`src/verilog/dpsc_consts.svh`:
```
// Purpose: Constants for the power-state control pair
// Assumes: Cycle counts at a 200 MHz clock
// Notes: Types live in dpsc_pkg
`ifndef DPSC_CONSTS_SVH
`define DPSC_CONSTS_SVH
`define DPSC_CLK_MHZ 200
`define DPSC_NBANKS 8
`define DPSC_BURST_CYC 4
`define DPSC_XS_CYC 10'h060
`define DPSC_XSDLL_CYC 10'h200
`define DPSC_WR_AFTER_SRX_CYC 10'h200
`define DPSC_MRD_CYC 10'h004
`define DPSC_MOD_CYC 10'h00C
`define DPSC_CKE_MIN_CYC 10'h003
`define DPSC_BUSY_CYC 10'h010
`endif

```
`src/verilog/dpsc_pkg.sv`:
```
// Purpose: Types for the power-state control pair
// Assumes: Command coding cs, ras, cas, we
// Notes: None
package dpsc_pkg;
  typedef enum logic [3:0] {
    DPSC_C_IDLE, DPSC_C_MRS, DPSC_C_REF, DPSC_C_PRE, DPSC_C_ACT,
    DPSC_C_WR, DPSC_C_RD, DPSC_C_ZQ
  } dpsc_cmd_t;
  typedef enum logic [2:0] {
    DPSC_ST_ACTIVE, DPSC_ST_APD, DPSC_ST_PPD, DPSC_ST_SREF
  } dpsc_state_t;
endpackage

```
`src/verilog/dpsc_if.sv`:
```
// Purpose: Pins between controller and device
// Assumes: One clock
// Notes: None
`timescale 1ns/1ps
interface dpsc_if (input wire logic clk);
  logic cke;
  logic cs_n;
  logic ras_n;
  logic cas_n;
  logic we_n;
  logic a10;
  logic [2:0] ba;
  logic on_die_termination;
  modport dev (input clk, cke, cs_n, ras_n, cas_n, we_n, a10, ba, on_die_termination);
  modport ctl (input clk, output cke, cs_n, ras_n, cas_n, we_n, a10, ba,
    on_die_termination);
endinterface

```
`src/verilog/dpsc_controller.sv`:
```
// Purpose: Controller end driving enable and commands
// Assumes: User requests held until accepted
// Notes: Refuses power requests while hold, mode, burst or xs_reg timers run
`timescale 1ns/1ps
`include "dpsc_consts.svh"
module dpsc_controller #(
  parameter int CKE_MIN = `DPSC_CKE_MIN_CYC
) (
  input wire logic CLOCK_I,
  input wire logic RESETN_I,
  input wire logic CE_I,
  dpsc_if.ctl PINS,
  input wire dpsc_pkg::dpsc_cmd_t CMD_I,
  input wire logic [2:0] BA_I,
  input wire logic A10_I,
  input wire logic CMD_VALID_I,
  input wire logic PD_REQ_I,
  input wire logic SR_REQ_I,
  input wire logic WAKE_I,
  input wire logic ODT_I,
  output logic CMD_READY_O,
  output logic PD_O,
  output logic SR_O
);
  import dpsc_pkg::*;
  initial begin
    if (CKE_MIN < 2 || CKE_MIN > 1023) $error("dpsc_controller: CKE_MIN");
  end
  logic cke_reg;
  logic boot_reg;
  logic sr_reg;
  logic [9:0] hold_reg;
  logic [9:0] mode_reg;
  logic [9:0] xs_reg;
  logic [9:0] xsdll_reg;
  logic [9:0] wr_reg;
  logic [3:0] busy_reg;
  logic [3:0] pins_next;
  // ****************************************
  // Acceptance checks
  // ****************************************
  wire logic hold_ok = hold_reg == 10'h000;
  wire logic mode_ok = mode_reg == 10'h000;
  wire logic pd_go = cke_reg && hold_ok && mode_ok && PD_REQ_I &&
    busy_reg == 4'h0 && xs_reg == 10'h000;
  wire logic sr_go = cke_reg && hold_ok && mode_ok && SR_REQ_I &&
    !PD_REQ_I && busy_reg == 4'h0 && xs_reg == 10'h000;
  wire logic wake_go = !cke_reg && hold_ok && WAKE_I;
  wire logic cmd_ok = CMD_VALID_I && cke_reg && xs_reg == 10'h000 &&
    !pd_go && !sr_go &&
    !((CMD_I == DPSC_C_RD) && xsdll_reg != 10'h000) &&
    !((CMD_I == DPSC_C_WR) && wr_reg != 10'h000);
  assign CMD_READY_O = cmd_ok;
  // ****************************************
  // Enable and pins
  // ****************************************
  always_ff @(posedge CLOCK_I) begin
    if (!RESETN_I) boot_reg <= 1'b1;
    else if (CE_I) boot_reg <= 1'b0;
  end
  always_ff @(posedge CLOCK_I) begin
    if (!RESETN_I) cke_reg <= 1'b0;
    else if (CE_I) begin
      if (pd_go || sr_go) cke_reg <= 1'b0;
      else if (wake_go || boot_reg) cke_reg <= 1'b1;
    end
  end
  always_ff @(posedge CLOCK_I) begin
    if (!RESETN_I) sr_reg <= 1'b0;
    else if (CE_I) begin
      if (sr_go) sr_reg <= 1'b1;
      else if (wake_go) sr_reg <= 1'b0;
    end
  end
  always_ff @(posedge CLOCK_I) begin
    if (!RESETN_I) hold_reg <= 10'h000;
    else if (CE_I) begin
      if (pd_go || sr_go || wake_go || boot_reg)
        hold_reg <= 10'(CKE_MIN - 1);
      else if (hold_reg != 10'h000) hold_reg <= hold_reg - 10'h001;
    end
  end
  always_comb begin
    pins_next = 4'h7;
    if (sr_go) pins_next = 4'h1;
    else if (cmd_ok) begin
      case (CMD_I)
        DPSC_C_MRS: pins_next = 4'h0;
        DPSC_C_REF: pins_next = 4'h1;
        DPSC_C_PRE: pins_next = 4'h2;
        DPSC_C_ACT: pins_next = 4'h3;
        DPSC_C_WR: pins_next = 4'h4;
        DPSC_C_RD: pins_next = 4'h5;
        DPSC_C_ZQ: pins_next = 4'h6;
        default: pins_next = 4'h7;
      endcase
    end
  end
  always_ff @(posedge CLOCK_I) begin
    if (!RESETN_I) begin
      PINS.cs_n <= 1'b1;
      {PINS.ras_n, PINS.cas_n, PINS.we_n} <= 3'h7;
      PINS.ba <= 3'h0;
      PINS.a10 <= 1'b0;
    end else if (CE_I) begin
      PINS.cs_n <= pins_next[3];
      {PINS.ras_n, PINS.cas_n, PINS.we_n} <= pins_next[2:0];
      PINS.ba <= BA_I;
      PINS.a10 <= A10_I;
    end
  end
  always_ff @(posedge CLOCK_I) begin
    if (!RESETN_I) PINS.on_die_termination <= 1'b0;
    else if (CE_I) PINS.on_die_termination <= ODT_I && cke_reg && xsdll_reg == 10'h000;
  end
  assign PINS.cke = cke_reg;
  // ****************************************
  // Timers
  // ****************************************
  always_ff @(posedge CLOCK_I) begin
    if (!RESETN_I) mode_reg <= 10'h000;
    else if (CE_I) begin
      if (cmd_ok && CMD_I == DPSC_C_MRS) mode_reg <= `DPSC_MOD_CYC;
      else if (mode_reg != 10'h000) mode_reg <= mode_reg - 10'h001;
    end
  end
  always_ff @(posedge CLOCK_I) begin
    if (!RESETN_I) busy_reg <= 4'h0;
    else if (CE_I) begin
      if (cmd_ok && (CMD_I == DPSC_C_WR || CMD_I == DPSC_C_RD))
        busy_reg <= 4'(`DPSC_BURST_CYC + 1);
      else if (busy_reg != 4'h0) busy_reg <= busy_reg - 4'h1;
    end
  end
  always_ff @(posedge CLOCK_I) begin
    if (!RESETN_I) begin
      xs_reg <= 10'h000;
      xsdll_reg <= 10'h000;
      wr_reg <= 10'h000;
    end else if (CE_I) begin
      if (wake_go && sr_reg) begin
        xs_reg <= `DPSC_XS_CYC;
        xsdll_reg <= `DPSC_XSDLL_CYC;
        wr_reg <= `DPSC_WR_AFTER_SRX_CYC;
      end else begin
        if (xs_reg != 10'h000) xs_reg <= xs_reg - 10'h001;
        if (xsdll_reg != 10'h000) xsdll_reg <= xsdll_reg - 10'h001;
        if (wr_reg != 10'h000) wr_reg <= wr_reg - 10'h001;
      end
    end
  end
  assign PD_O = !cke_reg && !sr_reg;
  assign SR_O = sr_reg;
endmodule // dpsc_controller

```
`src/flat_wrapper.sv`:
```
// flat-port wrapper written by rule: the top's interface ports become plain ports
module dpsc_controller_flat import dpsc_pkg::*;
#(
  parameter int CKE_MIN = `DPSC_CKE_MIN_CYC
)
  (CLOCK_I, RESETN_I, CE_I, CMD_I, BA_I, A10_I, CMD_VALID_I, PD_REQ_I, SR_REQ_I, WAKE_I, ODT_I, CMD_READY_O, PD_O, SR_O, clk, PINS_cke, PINS_cs_n, PINS_ras_n, PINS_cas_n, PINS_we_n, PINS_a10, PINS_ba, PINS_on_die_termination);
  dpsc_if PINS_i (.clk(clk));
  input wire logic CLOCK_I;
  input wire logic RESETN_I;
  input wire logic CE_I;
  input wire dpsc_pkg::dpsc_cmd_t CMD_I;
  input wire logic [2:0] BA_I;
  input wire logic A10_I;
  input wire logic CMD_VALID_I;
  input wire logic PD_REQ_I;
  input wire logic SR_REQ_I;
  input wire logic WAKE_I;
  input wire logic ODT_I;
  output logic CMD_READY_O;
  output logic PD_O;
  output logic SR_O;
  input wire logic clk;
  output wire logic [$bits(PINS_i.cke)-1:0] PINS_cke;
  output wire logic [$bits(PINS_i.cs_n)-1:0] PINS_cs_n;
  output wire logic [$bits(PINS_i.ras_n)-1:0] PINS_ras_n;
  output wire logic [$bits(PINS_i.cas_n)-1:0] PINS_cas_n;
  output wire logic [$bits(PINS_i.we_n)-1:0] PINS_we_n;
  output wire logic [$bits(PINS_i.a10)-1:0] PINS_a10;
  output wire logic [$bits(PINS_i.ba)-1:0] PINS_ba;
  output wire logic [$bits(PINS_i.on_die_termination)-1:0] PINS_on_die_termination;
  assign PINS_cke = PINS_i.cke;
  assign PINS_cs_n = PINS_i.cs_n;
  assign PINS_ras_n = PINS_i.ras_n;
  assign PINS_cas_n = PINS_i.cas_n;
  assign PINS_we_n = PINS_i.we_n;
  assign PINS_a10 = PINS_i.a10;
  assign PINS_ba = PINS_i.ba;
  assign PINS_on_die_termination = PINS_i.on_die_termination;
  dpsc_controller #(.CKE_MIN(CKE_MIN)) u_core (.CLOCK_I(CLOCK_I), .RESETN_I(RESETN_I), .CE_I(CE_I), .PINS(PINS_i), .CMD_I(CMD_I), .BA_I(BA_I), .A10_I(A10_I), .CMD_VALID_I(CMD_VALID_I), .PD_REQ_I(PD_REQ_I), .SR_REQ_I(SR_REQ_I), .WAKE_I(WAKE_I), .ODT_I(ODT_I), .CMD_READY_O(CMD_READY_O), .PD_O(PD_O), .SR_O(SR_O));
endmodule
```
`config.mk`:
```
export PLATFORM = sky130hd
export DESIGN_NAME = dpsc_controller_flat
export DESIGN_NICKNAME = d
export VERILOG_FILES = /design/src/verilog/dpsc_pkg.sv /design/src/verilog/dpsc_if.sv /design/src/verilog/dpsc_controller.sv /design/src/flat_wrapper.sv
export VERILOG_INCLUDE_DIRS = /design/src /design/src/verilog
export SDC_FILE = /design/constraint.sdc
export NUM_CORES = 1
export LEC_CHECK = 0
export BUFFER_PORTS_ARGS = -buffer_cell sky130_fd_sc_hd__clkbuf_2
export CORE_MARGIN = 2
export CORE_UTILIZATION = 64
export DETAILED_ROUTE_END_ITERATION = 12
export HOLD_SLACK_MARGIN = 0.03
export MAX_ROUTING_LAYER = met4
export PLACE_DENSITY_LB_ADDON = 0.25
export SLEW_MARGIN = 40
export SYNTH_ARGS = -nofsm -noshare
export SYNTH_HDL_FRONTEND = slang
export SYNTH_SLANG_ARGS = --single-unit
```
`constraint.sdc`:
```
create_clock -name CLOCK_I -period 4.9 [get_ports CLOCK_I]
set_input_delay 0.49 -clock CLOCK_I [delete_from_list [all_inputs] [get_ports CLOCK_I]]
set_output_delay 0.49 -clock CLOCK_I [all_outputs]
set_load 0.01 [all_outputs]
```
# Word-level counts from Yosys, hierarchy flattened
# Index checks and enable logic that the tools add are counted.
# classes
n_addsub	6
eq_ne	7
mux	19
reduce_logical	64
# ops
cell	count
10-bit 2-to-1 mux	10
10-bit nonzero test	5
10-bit by 1-bit subtractor with 10-bit output, second input constant	5
10-bit zero test	4
1-bit logical AND	25
3-bit case mux with 7 select lines	1
4-bit by 3-bit == test with 1-bit output, second input constant	4
4-bit 2-to-1 mux	4
2-bit AND reduction	8
2-bit nonzero test	8
4-bit by 2-bit == test with 1-bit output, second input constant	2
1-bit zero test	7
1-bit logical OR	5
4-bit by 1-bit == test with 1-bit output, second input constant	1
4-bit zero test	1
1-bit 2-to-1 mux	4
4-bit nonzero test	1
4-bit by 1-bit subtractor with 4-bit output, second input constant	1
# totals
ff_bits	66
in_bits	17
output_inout_bits	13
word_cells	112

# Depth between registers and ports, before layout
# Gate-level depths: netlist of the first run.
# depth
depth_word	14
mapped_depth	9
mapped_depth_nobuf	8

# Worst setup path after synthesis of the first run
# OpenSTA, ideal clock, no wires.
# synth_path
path_kind	register -> register
startpoint	reg u_core.xsdll_reg[2]
endpoint	reg u_core.PINS.we_n
arrival_time_ns	2.328
t_required_ns	4.779
slack_ns	2.451
path_stages_with_launch	8
path_buffers	1
period_less_slack_ns	2.449
cell_sequence	dfxtp_1 > or4_4 > nand4bb_4 > buf_6 > a211o_1 > or4b_4 > o32ai_1 > nand2_1
# synth_between
elab_chain_cells	7
# synth_lines
element	line	source
from (decl)	dpsc_controller.sv:35	logic [9:0] xsdll_reg;
from (signal assigned)	dpsc_controller.sv:143	xsdll_reg <= `DPSC_XSDLL_CYC;
from (signal assigned)	dpsc_controller.sv:147	if (xsdll_reg != 10'h000) xsdll_reg <= xsdll_reg - 10'h001;
10-bit nonzero test	dpsc_controller.sv:51	!((CMD_I == DPSC_C_RD) && xsdll_reg != 10'h000) &&
1-bit logical AND	dpsc_controller.sv:51	
1-bit zero test	dpsc_controller.sv:51	
1-bit logical AND	dpsc_controller.sv:50	!pd_go && !sr_go &&
1-bit logical AND	dpsc_controller.sv:51	
4-bit 2-to-1 mux	dpsc_controller.sv:86	else if (cmd_ok) begin
4-bit 2-to-1 mux	dpsc_controller.sv:85	if (sr_go) pins_next = 4'h1;
to (signal assigned)	dpsc_controller.sv:107	{PINS.ras_n, PINS.cas_n, PINS.we_n} <= pins_next[2:0];
to (decl)	dpsc_if.sv:15	modport ctl (input clk, output cke, cs_n, ras_n, cas_n, we_n, a10, ba,
# Every way passes these cells.
# A chain may end at the register's enable or synchronous reset.

# Worst setup path in the final report of the first run
# layout_path
startpoint	reg u_core.hold_reg[0]
endpoint	out CMD_READY_O
# layout_between
elab_chain_cells	11
word_cells_on_any_way	16
classes_between	reduce/logical: 16
# layout_lines
element	line	source
from (decl)	dpsc_controller.sv:32	logic [9:0] hold_reg;
from (signal assigned)	dpsc_controller.sv:79	hold_reg <= 10'(CKE_MIN - 1);
from (signal assigned)	dpsc_controller.sv:80	else if (hold_reg != 10'h000) hold_reg <= hold_reg - 10'h001;
10-bit zero test (*)	dpsc_controller.sv:42	wire logic hold_ok = hold_reg == 10'h000;
1-bit logical AND (*) (2 in a row)	dpsc_controller.sv:44, dpsc_controller.sv:46	
1-bit logical AND, on equally long branches (2 in a row)	dpsc_controller.sv:44, dpsc_controller.sv:46	
1-bit logical AND, on equally long branches	dpsc_controller.sv:45, dpsc_controller.sv:47	
1-bit zero test / 1-bit logical AND (equally long branches)	dpsc_controller.sv:50, dpsc_controller.sv:47	
1-bit logical AND / 1-bit zero test (equally long branches)	dpsc_controller.sv:49, dpsc_controller.sv:50	
1-bit logical AND (*) (2 in a row)	dpsc_controller.sv:50	
1-bit logical AND (*)	dpsc_controller.sv:51	
to (decl)	flat_wrapper.sv:19	output logic CMD_READY_O;
# Mark *: on every way between the ends. The rest lies on a longest branch, timed or not.

==> results of run 1 <==
Yosys cell counts, types with 8 or more instances:
library cell / n / area [µm²]
or3_1: 8 / 50.05
nand3_1: 17 / 85.08
nand2_1: 27 / 101.4
xnor2_1: 15 / 131.4
xor2_1: 14 / 122.6
inv_1: 19 / 71.32
dfxtp_1: 65 / 1301
ha_1: 9 / 112.6
a21oi_1: 24 / 120.1
nor2_1: 57 / 214.0
nor4_1: 10 / 62.56
nor3_1: 20 / 100.1
o21ai_0: 16 / 80.08
cells in the final DEF, fill, tap and decap left out, types with 2 or more instances in the layout:
| cell | n |
|---|---|
| nand2_1 | 27 |
| clkbuf_1 | 2 |
| ha_1 | 9 |
| nor2_1 | 57 |
| nor4_1 | 10 |
| xor2_1 | 14 |
| clkbuf_2 | 28 |
| nand4_1 | 4 |
| inv_1 | 18 |
| or4_4 | 2 |
| a31o_2 | 3 |
| mux2i_1 | 5 |
| nor4_2 | 2 |
| o2111ai_1 | 2 |
| or4_1 | 7 |
| nand3b_1 | 3 |
| xnor2_1 | 15 |
| o31ai_1 | 3 |
| o22ai_1 | 3 |
| a21oi_1 | 24 |
| clkinv_2 | 3 |
| or3b_2 | 2 |
| o21ai_0 | 16 |
| or3_1 | 8 |
| nand2b_1 | 4 |
| a311oi_1 | 3 |
| nor3b_1 | 3 |
| nand3_1 | 17 |
| a21o_1 | 2 |
| or4b_2 | 2 |
| nor4b_1 | 3 |
| clkbuf_8 | 11 |
| or3_2 | 4 |
| nor3_1 | 20 |
| dfxtp_1 | 65 |
| a211oi_1 | 6 |
| o211ai_1 | 3 |
tightest hold or removal path, stage by stage:
cell      delay (ns)
clkbuf_2        0.07
mux2i_1         0.05
nor2_1          0.07
per-stage QoR:
stage               hold slack [ns]  worst slack, ns  cell area, µm²
floorplan                    0.4274            2.451            3470
global placement             0.4506            2.023            3608
detailed placement           0.4506            1.962            3608
CTS                          0.3734            1.827            3782
global route                 0.3975            1.725            3782
finish                       0.3779            1.866            3782
worst paths after layout:
path	end	slack, ns	depth (start not counted)	start
setup / recovery	CMD_READY_O	1.87	8	u_core.hold_reg[0]
hold / removal	u_core.PINS.ba[0]	0.38	3	BA_I[0]
setup reg to reg	u_core.xsdll_reg[3]	2.02	9	u_core.hold_reg[0]
hold reg to reg	u_core.mode_reg[8]	0.47	1	u_core.mode_reg[8]
per-layer routing:
| layer | track usage (%) | up-vias |
|---|---|---|
| met5 | - | - |
| met3 | 3.837 | 10 |
| met4 | 11.61 | 0 |
| met2 | 42.24 | 106 |
| met1 | 33.41 | 1446 |
| li1 | - | 1532 |
kinds of logic (layout without fill, tap and decap cells):
kind of cell | after synthesis | after routing
muxes | 5 | 5
and+or+nand+nor | 188 | 188
AOI/OAI and AO/OA | 77 | 77
xor gates and xnor gates | 29 | 29
adders and majority gates | 9 | 9
buffers and inverters | 34 | 65
DFF | 65 | 65
cell type report:
cell class	count	area, µm²
Fill cell	413	1390
Tap cell	70	87.58
Multi-Input combinational cell	308	1997
Timing Repair Buffer	29	147.6
Clock inverter	3	15.01
Sequential cell	65	1301
Clock buffer	13	158.9
Inverter	20	75.07
where the power goes:
group          total, W  internal [W]  switching (W)
combinational   0.00119      0.000513       0.000677
clock          0.000409      0.000209       0.000200
sequential     0.000864      0.000694       0.000171
==> metrics.md, run 1 <==
| Metric | Value |
|---|---|
| Slowest stage delay, CP | `0.66 ns` |
| Flops & latches, synth | `65` |
| Slowest CP cell | `or4b_2` |
| Post-Synthesis Cell Area | `~3500 µm²` |
| Total power | `roughly 0.0025 W` |
| Required time of the critical path | `4.41 ns` |
| Final #Nets | `roughly 460` |
| Avg Cell Area, Syn | `8.525 µm²` |
| Mapped Cells | `about 400` |
| N_diodes | `0` |
| Number of synthesized flops with an enable pin | `0` |
| Clock insertion delay at the later pin of the skew report | `~0.35 ns` |
| Relative slew slack | `52.50%` |
| Mux contribution to synthesized area | `1.442%` |
| Largest family of logic cells by synthesized area | `simple AND/OR/NAND/NOR gates` |
| Residual DRC | `0` |
| Via Count | `3094` |
| Post-synthesis compound-gate area fraction | `15.18%` |
| WL/cell | `14.68 µm` |
| PwrDens | `651.3 nW/µm²` |
| Hold buffers post-CTS | `0` |
| Dpl hpwl | `5.194 mm` |
| Die width | `roughly 78 µm` |
| DR top layer | `met4` |
| Lkg Pwr | `1.474 nW` |
| Setup TNS | `0 ns` |
| CTS buffer count | `9` |
| Die Height | `77.63 µm` |
| Achievable Freq | `around 330 MHz` |
| IO buf count | `28` |
| Synth Area in Adders | `3.246%` |
| IO Pins | `30` |
| Worst Setup Start Kind | `register` |
| Slew of the pin with the lowest slew margin | `0.7125 ns` |
| Dominant synthesized flop cell | `dfxtp_1` |
| DRT iter0 DRCs | `193` |
| DIE AREA | `6026 µm²` |
| CTS Buffer Depth | `2` |
| Cell family with most CP delay | `simple AND/OR/NAND/NOR gates` |
| Placer congestion estimate | `0.8995` |
| Largest net degree at the start of global routing | `32` |
| Synth Area in Simple Gates | `30.36%` |
| Post-synthesis cell type count | `65` |
| Fin crit period | `3.034 ns` |
| Crit Path Category | `reg2out` |
| Core area | `5172 µm²` |
| Finished Layout Cells | `508` |
| RSZ-0062 raised after global routing | `false` |
| Met2 WL | `approximately 3.6 mm` |
| Share of cells above drive strength 1 | `15.75%` |
| # resized after CTS | `0` |
| H-tree depth | `3` |
| Crit path max fanout | `12` |
| Area delta synth->final | `9.016%` |
| CP bufs+invs | `2` |
| Max-cap violation count | `0` |
| Worst VDD drop | `roughly 0.40 mV` |
| Setup Skew | `0.007152 ns` |
| Element type at the critical path end | `primary output` |
| GRT overflow | `0` |
| FP Rows | `26` |
| Final Util | `around 73%` |
| Drt via density | `6.091` |
| ANT nets after route | `0` |
| CTS sink cnt | `65` |
| DRT Pass-1 Iters | `5` |
| Met1 Wirelength | `3.344 mm` |
| GRT Overall Usage | `26.46%` |
| Tcrit/Tclk final | `61.92%` |
| Final slew viol count | `0` |
| Sequential area share after synthesis | `37.50%` |
| Run status | `completed` |
| Clock slew at reported path FFs | `around 0.07 ns` |
| Initial Utilization | `67.08%` |
| Final hold vios | `0` |
| Worst path cell trace | `inv_1 > ha_1 > or4b_2 > nor3_4 > nand2_1 > nor2_1 > a211oi_1 > clkbuf_2` |
| Final WL | `approximately 7.5 mm` |
| Clock Tree Root | `clkbuf_8` |
| Crit path DAT | `2.54 ns` |
| Ys async rst share | `0%` |
| Met3 routed WL | `405 µm` |
| Net Count, Synth | `between 400 and 500` |
| Final setup viols | `0` |
| Worst min path class | `in2reg` |
| Initial antenna violation count | `0` |
| Global-route wire length before repair | `between 10 and 15 mm` |
| CTS tree | `yes` |
| Placed cells | `492` |
| Post CTS Setup Buffer Count | `0` |
| Post-synthesis xor/xnor area fraction | `under 10%` |
| Vias in the first global route | `roughly 2800` |
| Ys Warns | `0` |
No activity file was read; power rests on OpenSTA's default activity.
==> run 2, diff against run 1 <==
- CORE_UTILIZATION: 64 -> 59
- clock period: 4.9 -> 3 ns (I/O delays scaled with it)
==> metrics.md, run 2 (same netlist as run 1, synthesis figures left out) <==
| Metric | Value |
|---|---|
| Achievable Freq | `~360 MHz` |
| CTS sink cnt | `65` |
| Final WL | `7.623 mm` |
| Slowest stage delay, CP | `around 0.53 ns` |
| Placed cells | `504` |
| PwrDens | `~1100 nW/µm²` |
| RSZ-0062 raised after global routing | `false` |
| Clock insertion delay at the later pin of the skew report | `around 0.34 ns` |
| Setup TNS | `0 ns` |
| Crit path DAT | `2.48 ns` |
| FP Rows | `27` |
| IO Pins | `30` |
| Global-route wire length before repair | `13.34 mm` |
| Combinational share of power | `47.7%` |
| Clock Tree Root | `clkbuf_8` |
| Share of cells above drive strength 1 | `17.86%` |
| Final slew viol count | `0` |
| CTS tree | `yes` |
| Run status | `completed` |
| Element type at the critical path end | `primary output` |
| Largest net degree at the start of global routing | `18` |
| Net Sw Power | `0.001767 W` |
| Slew of the pin with the lowest slew margin | `0.5926 ns` |
| Lkg Pwr | `1.538 nW` |
| DIE AREA | `6510 µm²` |
| Crit path max fanout | `5` |
| Finished Layout Cells | `520` |
| Slowest CP cell | `or4b_1` |
| Placer congestion estimate | `0.8896` |
| Initial antenna violation count | `0` |
| Max-cap violation count | `0` |
| Vias in the first global route | `3035` |
| CTS Buffer Depth | `2` |
| Final hold vios | `0` |
| Post CTS Setup Buffer Count | `0` |
| Clock slew at reported path FFs | `about 0.08 ns` |
| Sw Ratio | `41.18%` |
| Setup Skew | `approximately 0.012 ns` |
| Die Height | `80.69 µm` |
| Worst path cell trace | `inv_1 > ha_1 > or4b_1 > nor4_2 > nand2_1 > nor2_1 > a211oi_1 > clkbuf_2` |
| Area delta synth->final | `12.77%` |
| Int Pwr | `0.002524 W` |
| Relative slew slack | `59.94%` |
| Cell family with most CP delay | `simple AND/OR/NAND/NOR gates` |
| N_diodes | `0` |
| Required time of the critical path | `2.70 ns` |
| GRT overflow | `0` |
| Seq pwr share | `~33%` |
| Most common cell after layout, fill and taps aside | `dfxtp_1` |
| # resized after CTS | `0` |
| Drt via density | `6.002` |
| Tcrit/Tclk final | `92.71%` |
| Worst min path class | `in2reg` |
| Clock power share | `19.5%` |
| Worst Setup Start Kind | `register` |
| Final setup viols | `0` |
| GRT Overall Usage | `between 20% and 30%` |
| Die width | `80.69 µm` |
| WL/cell | `14.66 µm` |
| Final #Nets | `469` |
| R2R Setup Slk | `0.34 ns` |
| Residual DRC | `0` |
| CP bufs+invs | `2` |
| Commonest non-fill, non-tap cells in the layout | `dfxtp_1 (65), nor2_1 (57), clkbuf_2 (28), nand2_1 (27), a21oi_1 (24)` |
| ANT nets after route | `0` |
| Dpl hpwl | `5.484 mm` |
| Crit Path Category | `reg2out` |
| Worst VDD drop | `0.7528 mV` |
| DRT iter0 DRCs | `~170` |
| IO buf count | `28` |
| Core area | `5608 µm²` |
| DRT Pass-1 Iters | `4` |
| Fin crit period | `2.781 ns` |
| Initial Utilization | `61.87%` |
| Via Count | `3121` |
| CTS buffer count | `9` |
| Hold buffers post-CTS | `0` |
| H-tree depth | `3` |
[run 2: changes by cell type in the layout (fill, tap and decap cells not counted), sizes merged]
cell      previous run  this run
buf                  1        11
bufinv               0         2
clkbuf              41        38
clkinv               4         2
clkinvlp             0         2
inv                 19        20
[run 2: final cells by class]
cell class                      instances  area [µm²]
Sequential cell                        65        1301
Inverter                               20       75.07
Tap cell                               72       90.09
Clock buffer                           10       137.6
Multi-Input combinational cell        308        1997
Clock inverter                          6       88.84
Timing Repair Buffer                   39       222.7
Fill cell                             479        1695
[run 2: final timing paths]
| kind | start | endpoint | cells after the start |
|---|---|---|---|
| max reg2reg | u_core.mode_reg[0] | u_core.mode_reg[9] | 8 |
| min | BA_I[2] | u_core.PINS.ba[2] | 3 |
| max | u_core.mode_reg[0] | CMD_READY_O | 8 |
| min reg2reg | u_core.mode_reg[9] | u_core.mode_reg[9] | 2 |
[run 2: stage by stage]
step           hold WS (ns)  total power (W)  instance area [µm²]  util, %  worst slack, ns
5_1_grt              0.1778         0.004641                 3913    69.77          0.08499
2_1_floorplan        0.4274         0.003000                 3470        -           0.5514
3_5_place_dp         0.4583         0.003430                 3686    65.73           0.3914
3_3_place_gp         0.4558         0.003352                 3686    65.73           0.4229
4_1_cts              0.1900         0.004286                 3913    69.77           0.2309
6_report             0.1949         0.004292                 3913    69.77           0.2186
[run 2: metal layers]
metal	wire [µm]	share of wire, %	global-route usage [%]
met3	395	5.2	8.202
met5	0	0	-
met2	3669	48	43.83
met4	72	0.94	8.814
met1	3485	46	31.81
[run 2: worst min-delay path, delay by kind of cell]
family / cells / cell delay (ns)
buffers and inverters: 1 / 0.07
multiplexers: 1 / 0.05
AND/OR/NAND/NOR: 1 / 0.08
[run 2: power by group through the flow]
stage / logic [W] / registers [W] / clock network (W)
final: 0.00205 / 0.00141 / 0.000835
after global routing: 0.00230 / 0.00145 / 0.000890
after CTS: 0.00203 / 0.00140 / 0.000850
after detailed placement: 0.00201 / 0.00142 / 0
after global placement: 0.00195 / 0.00141 / 0
after floorplan: 0.00165 / 0.00135 / 0
